[src/pkg/t16w_map.svh]
// register offsets, field positions, reset values and fixed tops of the timer waveform control
`ifndef T16W_MAP_SVH
`define T16W_MAP_SVH
`define T16W_OFF_CTRL_A 4'h0
`define T16W_OFF_STATE 4'h4
`define T16W_OFF_IRQ_STAT 4'h8
`define T16W_OFF_IRQ_MASK 4'hc
`define T16W_CHA_MODE_HI 7
`define T16W_CHA_MODE_LO 6
`define T16W_CHB_MODE_HI 5
`define T16W_CHB_MODE_LO 4
`define T16W_FORCE_A_BIT 3
`define T16W_FORCE_B_BIT 2
`define T16W_RST_CTRL_A 8'h00
`define T16W_RST_IRQ 3'h0
`define T16W_TOP_MAX 16'hffff
`define T16W_TOP_8BIT 16'h00ff
`define T16W_TOP_9BIT 16'h01ff
`define T16W_TOP_10BIT 16'h03ff
`define T16W_BOTTOM 16'h0000
`define T16W_IRQ_OVF 0
`define T16W_IRQ_MATCH_A 1
`define T16W_IRQ_MATCH_B 2
`endif

[src/pkg/t16w_pkg.sv]
// types shared by the timer waveform control block
package t16w_pkg;
    // waveform family, one-hot
    typedef enum logic [5:0] {
        T16W_NORMAL = 6'h01,
        T16W_CTC = 6'h02,
        T16W_FAST = 6'h04,
        T16W_PHASE = 6'h08,
        T16W_PFC = 6'h10,
        T16W_RSVD = 6'h20
    } t16w_kind_t;
    // where top comes from
    typedef enum logic [2:0] {
        T16W_TOP_FIXED = 3'h1,
        T16W_TOP_CMPA = 3'h2,
        T16W_TOP_CAPT = 3'h4
    } t16w_top_src_t;
    // counter point at which an event happens
    typedef enum logic [3:0] {
        T16W_AT_NOW = 4'h1,
        T16W_AT_TOP = 4'h2,
        T16W_AT_BOTTOM = 4'h4,
        T16W_AT_MAX = 4'h8
    } t16w_point_t;
    // decoded waveform mode
    typedef struct packed {
        t16w_kind_t kind;
        t16w_top_src_t top_src;
        logic [15:0] fixed_top;
        t16w_point_t update_at;
        t16w_point_t ovf_at;
    } t16w_decode_t;
    // pin drive pair
    typedef struct packed {
        logic out;
        logic oe;
    } t16w_pin_t;
    // counter state from the timer core
    typedef struct packed {
        logic tick;
        logic count_up;
        logic [15:0] count;
        logic [15:0] compare_value_a;
        logic [15:0] compare_value_b;
        logic [15:0] capture_value;
    } t16w_timer_t;
endpackage

[src/design/t16w_ctrl.sv]
// waveform mode decode and compare output control for a 16-bit timer
// Contract
// - nonzero output field takes over the pin, field 01 only where it toggles
// - pin driver enabled only with direction output
// - non-PWM: disconnect, toggle, clear, set on match
// - fast PWM: clear/set on match, opposite at top
// - PWM field 01: A toggles if top bit
// - fast PWM ignores match when compare equals top and field high bit is set
// - dual slope: up-match and down-match act oppositely
// - force bits work only in non-PWM modes
// - force is a strobe acting as a match
// - force sets no flag, no counter clear
// - force bits always read as zero
// - mode is companion bits joined to low bits
// - modes 0, 4, 12 top, immediate, MAX
// - fixed-top PWM modes, update and overflow points
// - modes 8, 9 update and flag at bottom
// - modes 10, 11, 14, 15 variable top; 13 reserved
`timescale 1ns/1ps
`default_nettype none
`include "t16w_map.svh"
module t16w_ctrl (
    input wire logic core_clk,
    input wire logic rst_n,
    input wire logic wb_cyc_i,
    input wire logic wb_stb_i,
    input wire logic wb_we_i,
    input wire logic [3:0] wb_adr_i,
    input wire logic [3:0] wb_sel_i,
    input wire logic [31:0] wb_dat_i,
    output logic [31:0] wb_dat_o,
    output logic wb_ack_o,
    input wire logic [1:0] wave_mode_high,
    input wire logic dir_a,
    input wire logic dir_b,
    input wire t16w_pkg::t16w_timer_t timer_i,
    output t16w_pkg::t16w_pin_t wave_out_a,
    output t16w_pkg::t16w_pin_t wave_out_b,
    output logic [15:0] top_value,
    output logic dual_slope,
    output logic buf_update,
    output logic overflow_set,
    output logic counter_clear,
    output logic irq
);
    import t16w_pkg::*;

    logic [7:0] ctrl_q; // timer16_control_a, force bits never stored
    logic [2:0] irq_stat_q; // sticky events
    logic [2:0] irq_mask_q; // interrupt enables
    logic ack_q; // bus answer
    logic [31:0] rdat_q; // bus read data
    logic [1:0] force_q; // force strobes, bit 1 is channel a
    logic [1:0] wave_q; // waveform state per channel
    logic [1:0] oe_q; // pin driver enables
    logic [1:0] take_q; // pin override per channel
    logic [15:0] top_q; // current top
    logic dual_q; // dual slope active
    logic upd_q; // buffer update pulse
    logic ovf_q; // overflow event pulse
    logic clr_q; // counter clear pulse
    logic irq_q; // level interrupt

    logic [3:0] wave_mode; // full four-bit mode
    t16w_decode_t dec; // decoded mode
    logic [15:0] top_now; // top selected by mode
    logic non_pwm; // normal or clear_on_match_mode
    logic at_top; // counter sits at top this tick
    logic at_bottom; // counter sits at bottom this tick
    logic at_max; // counter sits at all ones
    logic [1:0] match; // raw compare matches per channel
    logic [1:0] match_eff; // matches after the fast-PWM exception
    logic req; // new bus request
    logic wr_ctrl; // write to the control register
    logic [7:0] wmask; // byte lane 0 enable as mask
    t16w_decode_t dec_wr; // mode that the current control write selects
    logic non_pwm_wr; // written mode is normal or clear_on_match_mode

    // mode decode table
    function automatic t16w_decode_t decode(input logic [3:0] m);
        t16w_decode_t d;
        d = '{kind: T16W_NORMAL, top_src: T16W_TOP_FIXED, fixed_top: `T16W_TOP_MAX,
              update_at: T16W_AT_NOW, ovf_at: T16W_AT_MAX};
        unique case (m)
            4'h0: begin
                d.kind = T16W_NORMAL;
            end
            4'h1, 4'h2, 4'h3: begin
                d.kind = T16W_PHASE;
                d.update_at = T16W_AT_TOP;
                d.ovf_at = T16W_AT_BOTTOM;
            end
            4'h4, 4'hc: begin
                d.kind = T16W_CTC;
                d.top_src = (m[3]) ? T16W_TOP_CAPT : T16W_TOP_CMPA;
            end
            4'h5, 4'h6, 4'h7: begin
                d.kind = T16W_FAST;
                d.update_at = T16W_AT_TOP;
                d.ovf_at = T16W_AT_TOP;
            end
            4'h8, 4'h9: begin
                d.kind = T16W_PFC;
                d.top_src = (m[0]) ? T16W_TOP_CMPA : T16W_TOP_CAPT;
                d.update_at = T16W_AT_BOTTOM;
                d.ovf_at = T16W_AT_BOTTOM;
            end
            4'ha, 4'hb: begin
                d.kind = T16W_PHASE;
                d.top_src = (m[0]) ? T16W_TOP_CMPA : T16W_TOP_CAPT;
                d.update_at = T16W_AT_TOP;
                d.ovf_at = T16W_AT_BOTTOM;
            end
            4'hd: begin
                d.kind = T16W_RSVD;
            end
            4'he, 4'hf: begin
                d.kind = T16W_FAST;
                d.top_src = (m[0]) ? T16W_TOP_CMPA : T16W_TOP_CAPT;
                d.update_at = T16W_AT_TOP;
                d.ovf_at = T16W_AT_TOP;
            end
        endcase
        // fixed tops of the 8/9/10-bit modes follow the low bits
        if (m[3] == 1'b0 && m[1:0] != 2'h0) begin
            d.fixed_top = (m[1:0] == 2'h1) ? `T16W_TOP_8BIT :
                          (m[1:0] == 2'h2) ? `T16W_TOP_9BIT : `T16W_TOP_10BIT;
        end
        return d;
    endfunction

    // mode assembly and counter points
    always_comb begin
        wave_mode = {wave_mode_high, ctrl_q[1:0]};
        dec = decode(wave_mode);
        unique case (dec.top_src)
            T16W_TOP_CMPA: top_now = timer_i.compare_value_a;
            T16W_TOP_CAPT: top_now = timer_i.capture_value;
            default: top_now = dec.fixed_top;
        endcase
        non_pwm = (dec.kind == T16W_NORMAL) || (dec.kind == T16W_CTC);
        at_top = timer_i.tick && (timer_i.count == top_now);
        at_bottom = timer_i.tick && (timer_i.count == `T16W_BOTTOM);
        at_max = timer_i.tick && (timer_i.count == `T16W_TOP_MAX);
        match[1] = timer_i.tick && (timer_i.count == timer_i.compare_value_a);
        match[0] = timer_i.tick && (timer_i.count == timer_i.compare_value_b);
    end

    // bus decode; only lane 0 carries control bits
    always_comb begin
        req = wb_cyc_i && wb_stb_i && !ack_q;
        wmask = {8{wb_sel_i[0]}};
        wr_ctrl = req && wb_we_i && wb_sel_i[0] && (wb_adr_i == `T16W_OFF_CTRL_A);
        // strobes are judged against the mode being written, not the one it replaces
        dec_wr = decode({wave_mode_high, wb_dat_i[1:0]});
        non_pwm_wr = (dec_wr.kind == T16W_NORMAL) || (dec_wr.kind == T16W_CTC);
    end

    // classic wishbone handshake, one wait state, unmapped reads give zero
    always_ff @(posedge core_clk) begin
        if (!rst_n) begin
            ack_q <= 1'b0;
            rdat_q <= 32'h0000_0000;
        end else begin
            ack_q <= req;
            if (req && !wb_we_i) begin
                unique case (wb_adr_i)
                    `T16W_OFF_CTRL_A: rdat_q <= {24'h000000, ctrl_q};
                    `T16W_OFF_STATE: rdat_q <= {14'h0000, dual_q, wave_mode, take_q,
                                                wave_q, top_q[8:0]};
                    `T16W_OFF_IRQ_STAT: rdat_q <= {29'h0, irq_stat_q};
                    `T16W_OFF_IRQ_MASK: rdat_q <= {29'h0, irq_mask_q};
                    default: rdat_q <= 32'h0000_0000;
                endcase
            end
        end
    end

    // control register; force bits are not stored so they read zero
    always_ff @(posedge core_clk) begin
        if (!rst_n) begin
            ctrl_q <= `T16W_RST_CTRL_A;
        end else if (wr_ctrl) begin
            ctrl_q <= wb_dat_i[7:0] & 8'hf3;
        end
    end

    // force strobes: one-cycle pulse, dropped outright in PWM modes
    always_ff @(posedge core_clk) begin
        if (!rst_n) begin
            force_q <= 2'h0;
        end else if (wr_ctrl && non_pwm_wr) begin
            // strobe acts next cycle, so the fields just written decide its effect
            force_q <= wb_dat_i[`T16W_FORCE_A_BIT:`T16W_FORCE_B_BIT];
        end else begin
            force_q <= 2'h0;
        end
    end

    // per-channel waveform units
    genvar ch;
    generate
        for (ch = 0; ch < 2; ch++) begin : g_chan
            localparam int HI = (ch == 1) ? `T16W_CHA_MODE_HI : `T16W_CHB_MODE_HI;
            logic [1:0] com; // channel output field
            logic [15:0] cmp; // channel compare value
            logic tog_ok; // field 01 is live
            logic connected; // channel owns the pin
            always_comb begin
                com = ctrl_q[HI -: 2];
                cmp = (ch == 1) ? timer_i.compare_value_a : timer_i.compare_value_b;
                // in PWM, 01 toggles only channel a with the top mode bit set
                tog_ok = non_pwm || (wave_mode[3] && ch == 1);
                connected = (com != 2'h0) && (com != 2'h1 || tog_ok);
                // a compare equal to top is ignored in fast pwm when the high bit is set
                match_eff[ch] = match[ch] && !(dec.kind == T16W_FAST && com[1]
                                               && cmp == top_now);
            end

            // waveform state
            always_ff @(posedge core_clk) begin
                if (!rst_n) begin
                    wave_q[ch] <= 1'b0;
                end else if (dec.kind == T16W_RSVD) begin
                    wave_q[ch] <= wave_q[ch]; // mode 13 holds the output
                end else if (com == 2'h1) begin
                    if (tog_ok && (match_eff[ch] || force_q[ch])) begin
                        wave_q[ch] <= !wave_q[ch];
                    end
                end else if (com[1]) begin
                    if (non_pwm) begin
                        if (match_eff[ch] || force_q[ch]) begin
                            wave_q[ch] <= com[0];
                        end
                    end else if (dec.kind == T16W_FAST) begin
                        if (at_top) begin
                            wave_q[ch] <= !com[0];
                        end else if (match_eff[ch]) begin
                            wave_q[ch] <= com[0];
                        end
                    end else if (match_eff[ch]) begin
                        // dual slope: up-count match acts like fast, down-count inverts
                        wave_q[ch] <= timer_i.count_up ? com[0] : !com[0];
                    end
                end
            end

            // pin takeover and driver enable
            always_ff @(posedge core_clk) begin
                if (!rst_n) begin
                    take_q[ch] <= 1'b0;
                    oe_q[ch] <= 1'b0;
                end else begin
                    take_q[ch] <= connected;
                    oe_q[ch] <= connected && ((ch == 1) ? dir_a : dir_b);
                end
            end
        end
    endgenerate

    // timing outputs toward the counter and buffers
    always_ff @(posedge core_clk) begin
        if (!rst_n) begin
            top_q <= `T16W_TOP_MAX;
            dual_q <= 1'b0;
            upd_q <= 1'b0;
            ovf_q <= 1'b0;
            clr_q <= 1'b0;
        end else begin
            top_q <= top_now;
            dual_q <= (dec.kind == T16W_PHASE) || (dec.kind == T16W_PFC);
            unique case (dec.update_at)
                T16W_AT_TOP: upd_q <= at_top;
                T16W_AT_BOTTOM: upd_q <= at_bottom;
                default: upd_q <= 1'b1;
            endcase
            unique case (dec.ovf_at)
                T16W_AT_TOP: ovf_q <= at_top;
                T16W_AT_BOTTOM: ovf_q <= at_bottom && !timer_i.count_up;
                default: ovf_q <= at_max;
            endcase
            // only a real match clears; a forced compare never does
            clr_q <= (dec.kind == T16W_CTC) && at_top;
        end
    end

    // sticky events, write one to clear; a new event beats the clear
    always_ff @(posedge core_clk) begin
        if (!rst_n) begin
            irq_stat_q <= `T16W_RST_IRQ;
            irq_mask_q <= `T16W_RST_IRQ;
        end else begin
            // forced compares never reach these flags
            irq_stat_q <= (irq_stat_q & ~((req && wb_we_i && wb_adr_i == `T16W_OFF_IRQ_STAT)
                            ? wb_dat_i[2:0] & wmask[2:0] : 3'h0))
                          | {match_eff[0], match_eff[1], ovf_q};
            if (req && wb_we_i && wb_sel_i[0] && wb_adr_i == `T16W_OFF_IRQ_MASK) begin
                irq_mask_q <= wb_dat_i[2:0];
            end
        end
    end

    // interrupt level
    always_ff @(posedge core_clk) begin
        if (!rst_n) begin
            irq_q <= 1'b0;
        end else begin
            irq_q <= |(irq_stat_q & irq_mask_q);
        end
    end

    // outputs straight from flip-flops
    assign wb_ack_o = ack_q;
    assign wb_dat_o = rdat_q;
    assign wave_out_a = '{out: wave_q[1], oe: oe_q[1]};
    assign wave_out_b = '{out: wave_q[0], oe: oe_q[0]};
    assign top_value = top_q;
    assign dual_slope = dual_q;
    assign buf_update = upd_q;
    assign overflow_set = ovf_q;
    assign counter_clear = clr_q;
    assign irq = irq_q;

    // checks
    a_oe_needs_dir: assert property (@(posedge core_clk) disable iff (!rst_n)
        oe_q[1] |-> $past(dir_a)) else $error("pin a driven without direction");
    a_oe_needs_field: assert property (@(posedge core_clk) disable iff (!rst_n)
        oe_q[0] |-> $past(ctrl_q[5:4]) != 2'h0) else $error("pin b driven, field zero");
    a_force_reads_zero: assert property (@(posedge core_clk) disable iff (!rst_n)
        ack_q && $past(!wb_we_i && wb_adr_i == `T16W_OFF_CTRL_A) |-> wb_dat_o[3:2] == 2'h0)
        else $error("force bits read nonzero");
    a_force_pwm_dead: assert property (@(posedge core_clk) disable iff (!rst_n)
        (force_q != 2'h0) |-> non_pwm) else $error("force in pwm mode");
    a_nonpwm_clear: assert property (@(posedge core_clk) disable iff (!rst_n)
        (non_pwm && ctrl_q[7:6] == 2'h2 && match[1]) |=> !wave_q[1])
        else $error("clear on match failed");
    a_fast_top_set: assert property (@(posedge core_clk) disable iff (!rst_n)
        (dec.kind == T16W_FAST && ctrl_q[5:4] == 2'h2 && at_top) |=> wave_q[0])
        else $error("fast pwm top set failed");
    a_dual_down_set: assert property (@(posedge core_clk) disable iff (!rst_n)
        (dec.kind == T16W_PFC && ctrl_q[7:6] == 2'h2 && match[1] && !timer_i.count_up)
        |=> wave_q[1]) else $error("down-count match did not set");
    a_force_no_clear: assert property (@(posedge core_clk) disable iff (!rst_n)
        (force_q[1] && !at_top) |=> !clr_q) else $error("force cleared counter");
    a_fast_ovf_top: assert property (@(posedge core_clk) disable iff (!rst_n)
        (dec.kind == T16W_FAST && at_top) |=> ovf_q && upd_q)
        else $error("fast pwm top events missing");
    a_pfc_bottom: assert property (@(posedge core_clk) disable iff (!rst_n)
        (dec.kind == T16W_PFC && !at_bottom) |=> !upd_q && !ovf_q)
        else $error("pfc event off bottom");
    a_normal_top: assert property (@(posedge core_clk) disable iff (!rst_n)
        (wave_mode == 4'h0) |=> top_q == `T16W_TOP_MAX) else $error("normal top wrong");
    a_reserved_hold: assert property (@(posedge core_clk) disable iff (!rst_n)
        (wave_mode == 4'hd) |=> $stable(wave_q)) else $error("mode 13 moved output");
endmodule
`default_nettype wire

[config.mk]
export PLATFORM = sky130hd
export DESIGN_NAME = t16w_ctrl
export DESIGN_NICKNAME = d
export VERILOG_FILES = /design/src/pkg/t16w_pkg.sv /design/src/design/t16w_ctrl.sv
export VERILOG_INCLUDE_DIRS = /design/src /design/src/pkg
export SDC_FILE = /design/constraint.sdc
export NUM_CORES = 1
export LEC_CHECK = 0
export ABC_AREA = 1
export BUFFER_PORTS_ARGS = -buffer_cell sky130_fd_sc_hd__buf_4
export CORE_MARGIN = 4
export CORE_UTILIZATION = 46
export CTS_CLUSTER_SIZE = 16
export DETAILED_ROUTE_END_ITERATION = 8
export GPL_TIMING_DRIVEN = 0
export PLACE_DENSITY = 0.76
export SYNTH_ARGS = -nofsm -noshare
export SYNTH_HDL_FRONTEND = slang
export SYNTH_SLANG_ARGS = --single-unit
export TNS_END_PERCENT = 30
[constraint.sdc]
create_clock -name core_clk -period 5.1 [get_ports core_clk]
set_input_delay 1.02 -clock core_clk [delete_from_list [all_inputs] [get_ports core_clk]]
set_output_delay 1.02 -clock core_clk [all_outputs]
set_load 0.005 [all_outputs]
==> summary.md, run 1 <==
| Metric | Value |
|---|---|
| First-pass GRT wire length | `~26000 um` |
| Final nets | `987` |
| Clock power frac | `around 34%` |
| Internal Power | `around 0.00086 W` |
| Worst R2R Path Depth | `23` |
| Die Y | `around 110 um` |
| CTS Hold Bufs | `0` |
| Multiplexer area fraction after synthesis | `0%` |
| CP delay by family, top | `simple AND/OR/NAND/NOR gates` |
| Syn Inst Count | `710` |
| Min Tclk post-route | `roughly 3.4 ns` |
| Max Freq | `292 MHz` |
| CTS buffer count | `9` |
| Largest cells by area after synthesis | `dfxtp_1 27%, nand2_1 16%, inv_1 9.0%` |
| Mapped cell area | `roughly 4400 um2` |
| Buffers on Ports | `about 130` |
| Design area | `5820 um2` |
| Buf+Inv Stages, Crit Path | `3` |
| Worst setup SP type | `flop` |
| Register area | `approximately 1200 um2` |
| Die area | `between 10000 and 15000 um2` |
| H-tree Lvls | `3` |
| Area delta synth->final | `31.5%` |
| Clock sinks | `60` |
| Final Hold Vio Count | `0` |
| Antenna cells | `0` |
| Worst Setup SP | `ctrl_q[0]$_SDFFE_PN0P_` |
| Arrival @ worst endpoint | `approximately 3.7 ns` |
| PD cells | `about 220 nW/um2` |
| Syn_area_per_cell | `between 6 and 7 um2` |
| Worst Max-Slew Pin Slew | `approximately 0.6 ns` |
| Filler cell count | `918` |
| Worst Path Max Fanout | `10` |
| Area taken by multi-input logic gates | `2650 um2` |
| Post-Synth Adder-Cell Area | `between 1.5 and 2%` |
| Cell depth of the worst setup path | `23` |
| Synth cell types | `between 40 and 50` |
| Req. time, crit path | `5.35 ns` |
| Worst path max stage delay | `0.43 ns` |
| Residual DRC | `0` |
| Simple-gate area share of the yosys netlist | `41.0%` |
| Vias | `around 5400` |
| Critical-path top delay cell | `dfxtp_1` |
| Share of the synthesized area in the top cell type | `~27%` |
| Worst path most repeated cell | `nand2_1` |
| GRT overflow | `0` |
| Clock-pin slew on the worst setup and hold paths | `about 0.08 ns` |
| Reg-to-reg startpoint | `ctrl_q[0]$_SDFFE_PN0P_` |
| Largest net degree at the start of global routing | `13` |
| Vias/cell | `around 5.4` |
| Vias in the first global route | `between 5000 and 6000` |
| Clk buf depth | `2` |
| Worst slew margin | `59.2%` |
| Combinational share of power | `28.2%` |
| Max Clock Skew | `roughly 0.014 ns` |
| VDD IR max | `0.164 mV` |
| Worst Setup EP | `wave_out_a[1]$_SDFFE_PN0P_` |
| Worst reg2reg path endpoint | `wave_out_a[1]$_SDFFE_PN0P_` |
| First-pass DRT Iterations | `5` |
| Synth warn | `0` |
| Total Wirelength | `roughly 16000 um` |
| Initial DRC Count | `just under 400` |
| DR WL/cell | `around 16 um` |
| Leakage power | `around 3 nW` |
| Skew-Pair Late Insertion Delay | `roughly 0.34 ns` |
| Period utilisation layout | `67.2%` |
| Post-route setup TNS | `0 ns` |
| Final Slew Violations | `0` |
| Post-DP Area | `~5600 um2` |
| Register share of total power | `between 30% and 40%` |
| Die width | `106 um` |
| Main combinational cell family by area after synthesis | `simple AND/OR/NAND/NOR gates` |
| Gr usage total | `around 29%` |
| Layout cells sized above 1 | `21.8%` |
| Postcts setup bufs | `0` |
| # IOs | `between 150 and 200` |
| # rows | `35` |
| Outcome | `finished clean` |
| DP Wirelength | `~14000 um` |
| Net Switching | `roughly 0.00044 W` |
| Crit path cell chain | `inv_1 -> ha_1 -> o21ai_1 -> nand2_2 -> nand2_1 -> buf_2 -> nand4_1 -> nand3_1 -> nand2_1 -> inv_1 -> nor2_1 -> nor2_1 -> nand2_1 -> nor2_1 -> nand2_1 -> nand2_1 -> nand2_1 -> nand2_1 -> nand2_1 -> nand2_1 -> nand2_1 -> nand2_1 -> nor2_1` |
| Root buf cell | `clkbuf_8` |
| Post-synth top area cell | `dfxtp_1` |
| Core ar. | `9280 um2` |
| Initial antenna violation count | `0` |
| WS Path Type | `flop to flop` |
| Endpoints failing setup | `0` |
| HP Class | `flop to flop` |
| Sequential area share after synthesis | `27.1%` |
| Final ANT Viol Nets | `0` |
| CP Capture Type | `flop` |
| Post-Synth XOR/XNOR Area | `approximately 3.2%` |
| CTS tree | `built` |
| Initial Util | `between 40% and 50%` |
| CTS resizes | `0` |
| Compound-cell area share of the yosys netlist | `between 10% and 20%` |
| Max-Cap Viols | `0` |
| RSZ-0062 raised after global routing | `false` |
| Routability cong. | `roughly 0.98` |
| Reg2Reg Setup Slack | `roughly 1.7 ns` |
| Switching share of total power | `roughly a third` |
| Synth Register Bits | `60` |
logic make-up after synthesis:
group	Yosys count
AOI/OAI and AO/OA	91
other	1
DFF	60
adders and majority gates	7
and+or+nand+nor	392
xor gates and xnor gates	16
buffers and inverters	143
layout by cell type, fill, tap and decap left out, types with 10 or more instances in the layout:
| master | count |
|---|---|
| buf_4 | 147 |
| clkbuf_1 | 10 |
| a21oi_1 | 24 |
| xor2_1 | 15 |
| nor3_1 | 10 |
| a22oi_1 | 11 |
| o21ai_0 | 22 |
| nor2_1 | 71 |
| dfxtp_1 | 60 |
| nand3_1 | 52 |
| o22ai_1 | 15 |
| inv_1 | 106 |
| conb_1 | 14 |
| nand2_1 | 184 |
| nand4_1 | 39 |
metrics by stage:
step	total power [W]	worst slack, ns	cells	hold WS, ns	utilization (%)
CTS	0.00129	1.71	999	0.473	62.7
global placement	0.000856	1.52	983	0.447	60.5
floorplan	0.000699	2.27	723	0.443	-
finish	0.00130	1.67	999	0.471	62.7
detailed placement	0.000860	1.53	983	0.462	60.5
global route	0.00135	1.39	999	0.495	62.7
flip-flops by register name (all words and copies together) (netlist names), 2 cells and up:
| register | flops |
|---|---|
| irq_stat_q | 3 |
| ctrl_q | 6 |
| irq_mask_q | 3 |
| wave_out_b | 2 |
| force_q | 2 |
| top_value | 16 |
| take_q | 2 |
| wave_out_a | 2 |
| wb_dat_o | 18 |
Yosys cell counts:
cell         n
a2111oi_0    1
a211oi_1     1
a21oi_1     24
a221oi_1     4
a22oi_1     11
a31oi_1      3
buf_1        1
buf_2        4
buf_4       16
buf_6        1
buf_8        1
clkbuf_1    10
clkinv_1     2
conb_1       1
dfxtp_1     60
ha_1         7
inv_1      106
inv_2        2
nand2_1    184
nand2_2      3
nand2_4      2
nand3_1     52
nand3_2      7
nand3_4      2
nand3b_1     5
nand4_1     39
nor2_1      71
nor2_2       2
nor2_4       1
nor3_1      10
nor3b_1      2
nor4_1       9
nor4b_1      1
o2111ai_1    6
o21ai_0     22
o21ai_1      1
o21bai_1     1
o221ai_1     2
o22ai_1     15
or2_2        2
xnor2_1      1
xor2_1      15
how the worst min path moves through the flow:
stage                                endpoint                      from  slack, ns  depth (start not counted)
floorplan           wb_dat_o[11]$_SDFFE_PN0P_      take_q[0]$_SDFF_PN0_       0.44                          2
global route         wb_dat_o[5]$_SDFFE_PN0P_  wb_dat_o[5]$_SDFFE_PN0P_       0.49                          2
global placement    wb_dat_o[12]$_SDFFE_PN0P_      take_q[1]$_SDFF_PN0_       0.45                          2
detailed placement   wb_dat_o[5]$_SDFFE_PN0P_  wb_dat_o[5]$_SDFFE_PN0P_       0.46                          2
CTS                  wb_dat_o[5]$_SDFFE_PN0P_  wb_dat_o[5]$_SDFFE_PN0P_       0.47                          2
finish               wb_dat_o[5]$_SDFFE_PN0P_  wb_dat_o[5]$_SDFFE_PN0P_       0.47                          2
metal layers:
| layer | up-vias | share of wire [%] | track usage [%] |
|---|---|---|---|
| li1 | 2631 | - | - |
| met1 | 2422 | 39 | 33.4 |
| met2 | 270 | 50 | 52.0 |
| met3 | 45 | 7.4 | 4.31 |
| met4 | 0 | 3.5 | 11.4 |
| met5 | - | 0 | 0 |
worst reg2reg max path, delay by kind of cell (launching register included):
family          cells  cell delay [ns]
buf+inv             3             0.56
compound gates      1             0.32
flops               1             0.43
simple gates       18             1.71
fa+ha+maj           1             0.30
power by group through the flow:
stage               Sequential, W  Combinational, W  Clock (W)
floorplan                0.000500          0.000199          0
global placement         0.000501          0.000355          0
detailed placement       0.000501          0.000359          0
CTS                      0.000490          0.000361   0.000441
global route             0.000491          0.000401   0.000462
finish                   0.000490          0.000366   0.000441
final cells by class:
cell class	count	share of cell area (%)
plain buffers	33	3.57
flip-flops and latches	60	20.6
multi-input cells	520	45.6
clock buffers	9	2.13
repair buffers	131	16.9
clock inverters	7	1.29
well taps	129	2.77
inverters	110	7.10
No activity file was read; power rests on OpenSTA's default activity.
==> inputs of run 2 (changes only) <==
ABC_AREA = 0   (was 1)
CORE_UTILIZATION = 45   (was 46)
PLACE_DENSITY = 0.78   (was 0.76)
clock period = 3.15 ns   (was 5.1 ns; I/O delays follow)
==> summary.md, run 2 <==
| Metric | Value |
|---|---|
| Most frequent cells in the layout | `150 x buf_4, 58 x dfxtp_1, 46 x nor2_1` |
| Root buf cell | `clkbuf_8` |
| Worst slew margin | `33.2% (-26 points)` |
| Dpl cells | `805 (-18%)` |
| Min Tclk post-route | `3.39 ns (-0.0383 ns)` |
| Max-Cap Viols | `0 (unchanged)` |
| Failing checks | `setup timing` |
| Die area | `11300 um2 (+0.37%)` |
| Initial DRC Count | `398 (+0.25%)` |
| Clk buf depth | `2 (unchanged)` |
| Most instantiated library cell after synthesis | `dfxtp_1` |
| Clock-pin slew on the worst setup and hold paths | `0.08 ns (about the same)` |
| Core ar. | `9330 um2 (+0.47%)` |
| CTS Hold Bufs | `0 (unchanged)` |
| Max Freq | `295 MHz (+1.1%)` |
| WS Path Type | `flop to flop` |
| Pre-CTS WS | `-0.993 ns (-2.52 ns)` |
| Final core occ | `65.4% (+2.7 points)` |
| # rows | `35 (unchanged)` |
| Filler cell count | `827 (-9.9%)` |
| Design area | `6100 um2 (+4.8%)` |
| RSZ-0062 raised after global routing | `true` |
| Worst R2R Path Depth | `14 (-39%)` |
| Synth Register Bits | `60 (unchanged)` |
| Worst Hold Depth | `2 (unchanged)` |
| Max Clock Skew | `0.0202 ns (+0.00650 ns)` |
| Syn_area_per_cell | `8.02 um2 (+29%)` |
| Final ANT Viol Nets | `0 (unchanged)` |
| Commonest non-fill, non-tap cell in the layout | `buf_4` |
| Post-Layout Cell Count | `837 (-16%)` |
| Skew-Pair Late Insertion Delay | `0.35 ns (about the same)` |
| Worst Max-Slew Pin Slew | `0.994 ns (+0.382 ns)` |
| Largest cells by area after synthesis | `dfxtp_1 28%, xnor2_1 8.5%, a21oi_1 4.4%` |
| VDD IR max | `0.204 mV (+24%)` |
| Dominant synthesized flop cell | `dfxtp_1` |
| Worst reg2reg path endpoint | `wave_out_b[1]$_SDFFE_PN0P_` |
| Post-synth top area cell | `dfxtp_1` |
| Mapped cell area | `4350 um2 (-1.8%)` |
| GRT overflow | `0 (unchanged)` |
| Setup WS post-layout | `-0.239 ns (-1.91 ns)` |
| PD cells | `335 nW/um2 (+50%)` |
| Arrival @ worst endpoint | `3.65 ns (-0.03 ns)` |
| Worst hold endpoint | `wave_out_a[0]$_SDFF_PN0_` |
| Outcome | `complete, but fails checks` |
| Clock sinks | `60 (unchanged)` |
| Layout cells sized above 1 | `33.8% (+12 points)` |
| Reg-to-reg startpoint | `ctrl_q[0]$_SDFFE_PN0P_` |
| Reg2Reg Setup Slack | `-0.24 ns (-1.91 ns)` |
| Vias/cell | `5.91 (+10%)` |
| Worst path max stage delay | `0.39 ns (-0.04 ns)` |
| Largest net degree at the start of global routing | `12 (-1)` |
| Hold path start | `dir_a` |
| Die width | `106 um (+0.18%)` |
| Routability cong. | `0.995 (+1.2%)` |
| Period utilisation layout | `108% (+40 points)` |
| Share of the synthesized area in the top cell type | `27.6% (+0.49 points)` |
| Max reg flops | `18 (unchanged)` |
| Critical-path top delay cell | `dfxtp_4` |
| Post-synth top cells | `60 x dfxtp_1, 46 x nor2_1, 42 x xnor2_1` |
| Buffers on Ports | `121 (-7.6%)` |
| Vias | `4946 (-7.9%)` |
| CTS tree | `built` |
| DR WL/cell | `20.1 um (+22%)` |
| Req. time, crit path | `3.41 ns (-1.94 ns)` |
| Synth cell types | `73 (+74%)` |
| Final nets | `825 (-16%)` |
| EDFF count, synth | `0 (unchanged)` |
| Sequential area share after synthesis | `27.6% (+0.49 points)` |
| Crit path cell chain | `inv_2 -> ha_2 -> buf_6 -> o21bai_1 -> a21o_2 -> and2_4 -> buf_6 -> o22a_4 -> and3_4 -> a221o_1 -> a41oi_4 -> o31a_4 -> or3b_1 -> a31oi_1` |
| Hold slack | `0.477 ns (+0.00514 ns)` |
| Post-DP Area | `5470 um2 (-2.6%)` |
| Final Slew Violations | `0 (unchanged)` |
| Worst Path Max Fanout | `10 (unchanged)` |
| Total Wirelength | `16800 um (+2.0%)` |
| Async set or reset register ratio after synthesis | `0% (unchanged)` |
| CTS buffer count | `9 (unchanged)` |
| Worst path most repeated cell | `buf_6` |
| CP Capture Type | `flop` |
| Syn Inst Count | `542 (-24%)` |
| Initial Util | `46.6% (-1.1 points)` |
| First-pass DRT Iterations | `5 (unchanged)` |
| Endpoints failing setup | `2 (+2)` |
| Vias in the first global route | `4812 (-7.6%)` |
| # IOs | `173 (unchanged)` |
| Initial antenna violation count | `0 (unchanged)` |
| Gr usage total | `28.7% (+0.12 points)` |
| First-pass GRT wire length | `25300 um (-1.6%)` |
| Leakage power | `2.43 nW (-19%)` |
| DP Wirelength | `12900 um (-6.2%)` |
| Antenna cells | `0 (unchanged)` |
| H-tree Lvls | `3 (unchanged)` |
| Synth warn | `0 (unchanged)` |
| Residual DRC | `0 (unchanged)` |
| Area delta synth->final | `40.3%` |
| Final Hold Vio Count | `0 (unchanged)` |
| Worst setup SP type | `flop` |
| HP Class | `input pin to flop` |
| Die Y | `106 um (+0.18%)` |
[run 2: worst max-delay path: cells and delay by family (launching register included)]
kind,cells,cell delay (ns)
adders and majority gates,1,0.20
buffers and inverters,3,0.34
AOI/OAI and AO/OA,7,1.67
and+or+nand+nor,3,0.70
DFF,1,0.39
[run 2: per-layer routing]
metal	vias to the layer above	GRT usage (%)	share of wire, %
met4	0	16.5	5.6
met3	80	5.95	10
met5	-	0	0
met2	322	45.8	45
li1	2287	-	-
met1	2257	35.6	39
[run 2: worst max path at each step]
stage,startpoint,endpoint,slack [ns],depth (start not counted)
after detailed placement,ctrl_q[1]$_SDFFE_PN0P_,wave_out_b[1]$_SDFFE_PN0P_,-0.99,14
final,ctrl_q[0]$_SDFFE_PN0P_,wave_out_b[1]$_SDFFE_PN0P_,-0.24,14
after global placement,ctrl_q[1]$_SDFFE_PN0P_,wave_out_b[1]$_SDFFE_PN0P_,-0.86,14
after CTS,ctrl_q[0]$_SDFFE_PN0P_,wave_out_b[1]$_SDFFE_PN0P_,-0.23,12
after floorplan,ctrl_q[1]$_SDFFE_PN0P_,wave_out_b[1]$_SDFFE_PN0P_,0.003,14
after global routing,ctrl_q[1]$_SDFFE_PN0P_,wave_out_b[1]$_SDFFE_PN0P_,-0.33,14
[run 2: logic make-up (layout without fill, tap and decap cells)]
family                   after synthesis  in the layout  synth area share [%]
buffers and inverters                 69            222                  7.92
AND/OR/NAND/NOR                      185            185                  22.8
flip-flops                            60             60                  27.6
XOR/XNOR                              47             47                  9.47
other                                  1             14                0.0863
multiplexers                          18             18                  4.75
AO/OA/AOI/OAI                        155            155                  25.3
adder cells (fa/ha/maj)                7              7                  2.02
[run 2: per-stage QoR]
stage / power [W] / TNS (ns)
5_1_grt: 0.00211 / -1.10
3_3_place_gp: 0.00127 / -3.43
6_report: 0.00204 / -0.426
3_5_place_dp: 0.00128 / -4.12
4_1_cts: 0.00201 / -0.390
2_1_floorplan: 0.00106 / 0
[run 2: final cells by class]
type / count / area (um2) / share of cell area [%]
Buffer: 46 / 293 / 4.80
Clock buffer: 11 / 141 / 2.32
Clock inverter: 5 / 52.6 / 0.862
Inverter: 22 / 82.6 / 1.35
Multi-Input combinational cell: 426 / 3100 / 50.9
Sequential cell: 60 / 1210 / 19.8
Tap cell: 129 / 161 / 2.65
Timing Repair Buffer: 138 / 1050 / 17.3
[run 2: what timing repair did]
item	4_1_cts	5_1_grt
gates resized for setup	48	18
pin swaps	20	14
buffers inserted	14	2
cloned	1	0
setup endpoints to repair	7	6
[run 2: power by group]
| part | internal, W | switching [W] |
|---|---|---|
| registers | 0.000774 | 0.00000970 |
| logic | 0.000251 | 0.000293 |
| clock network | 0.000383 | 0.000330 |
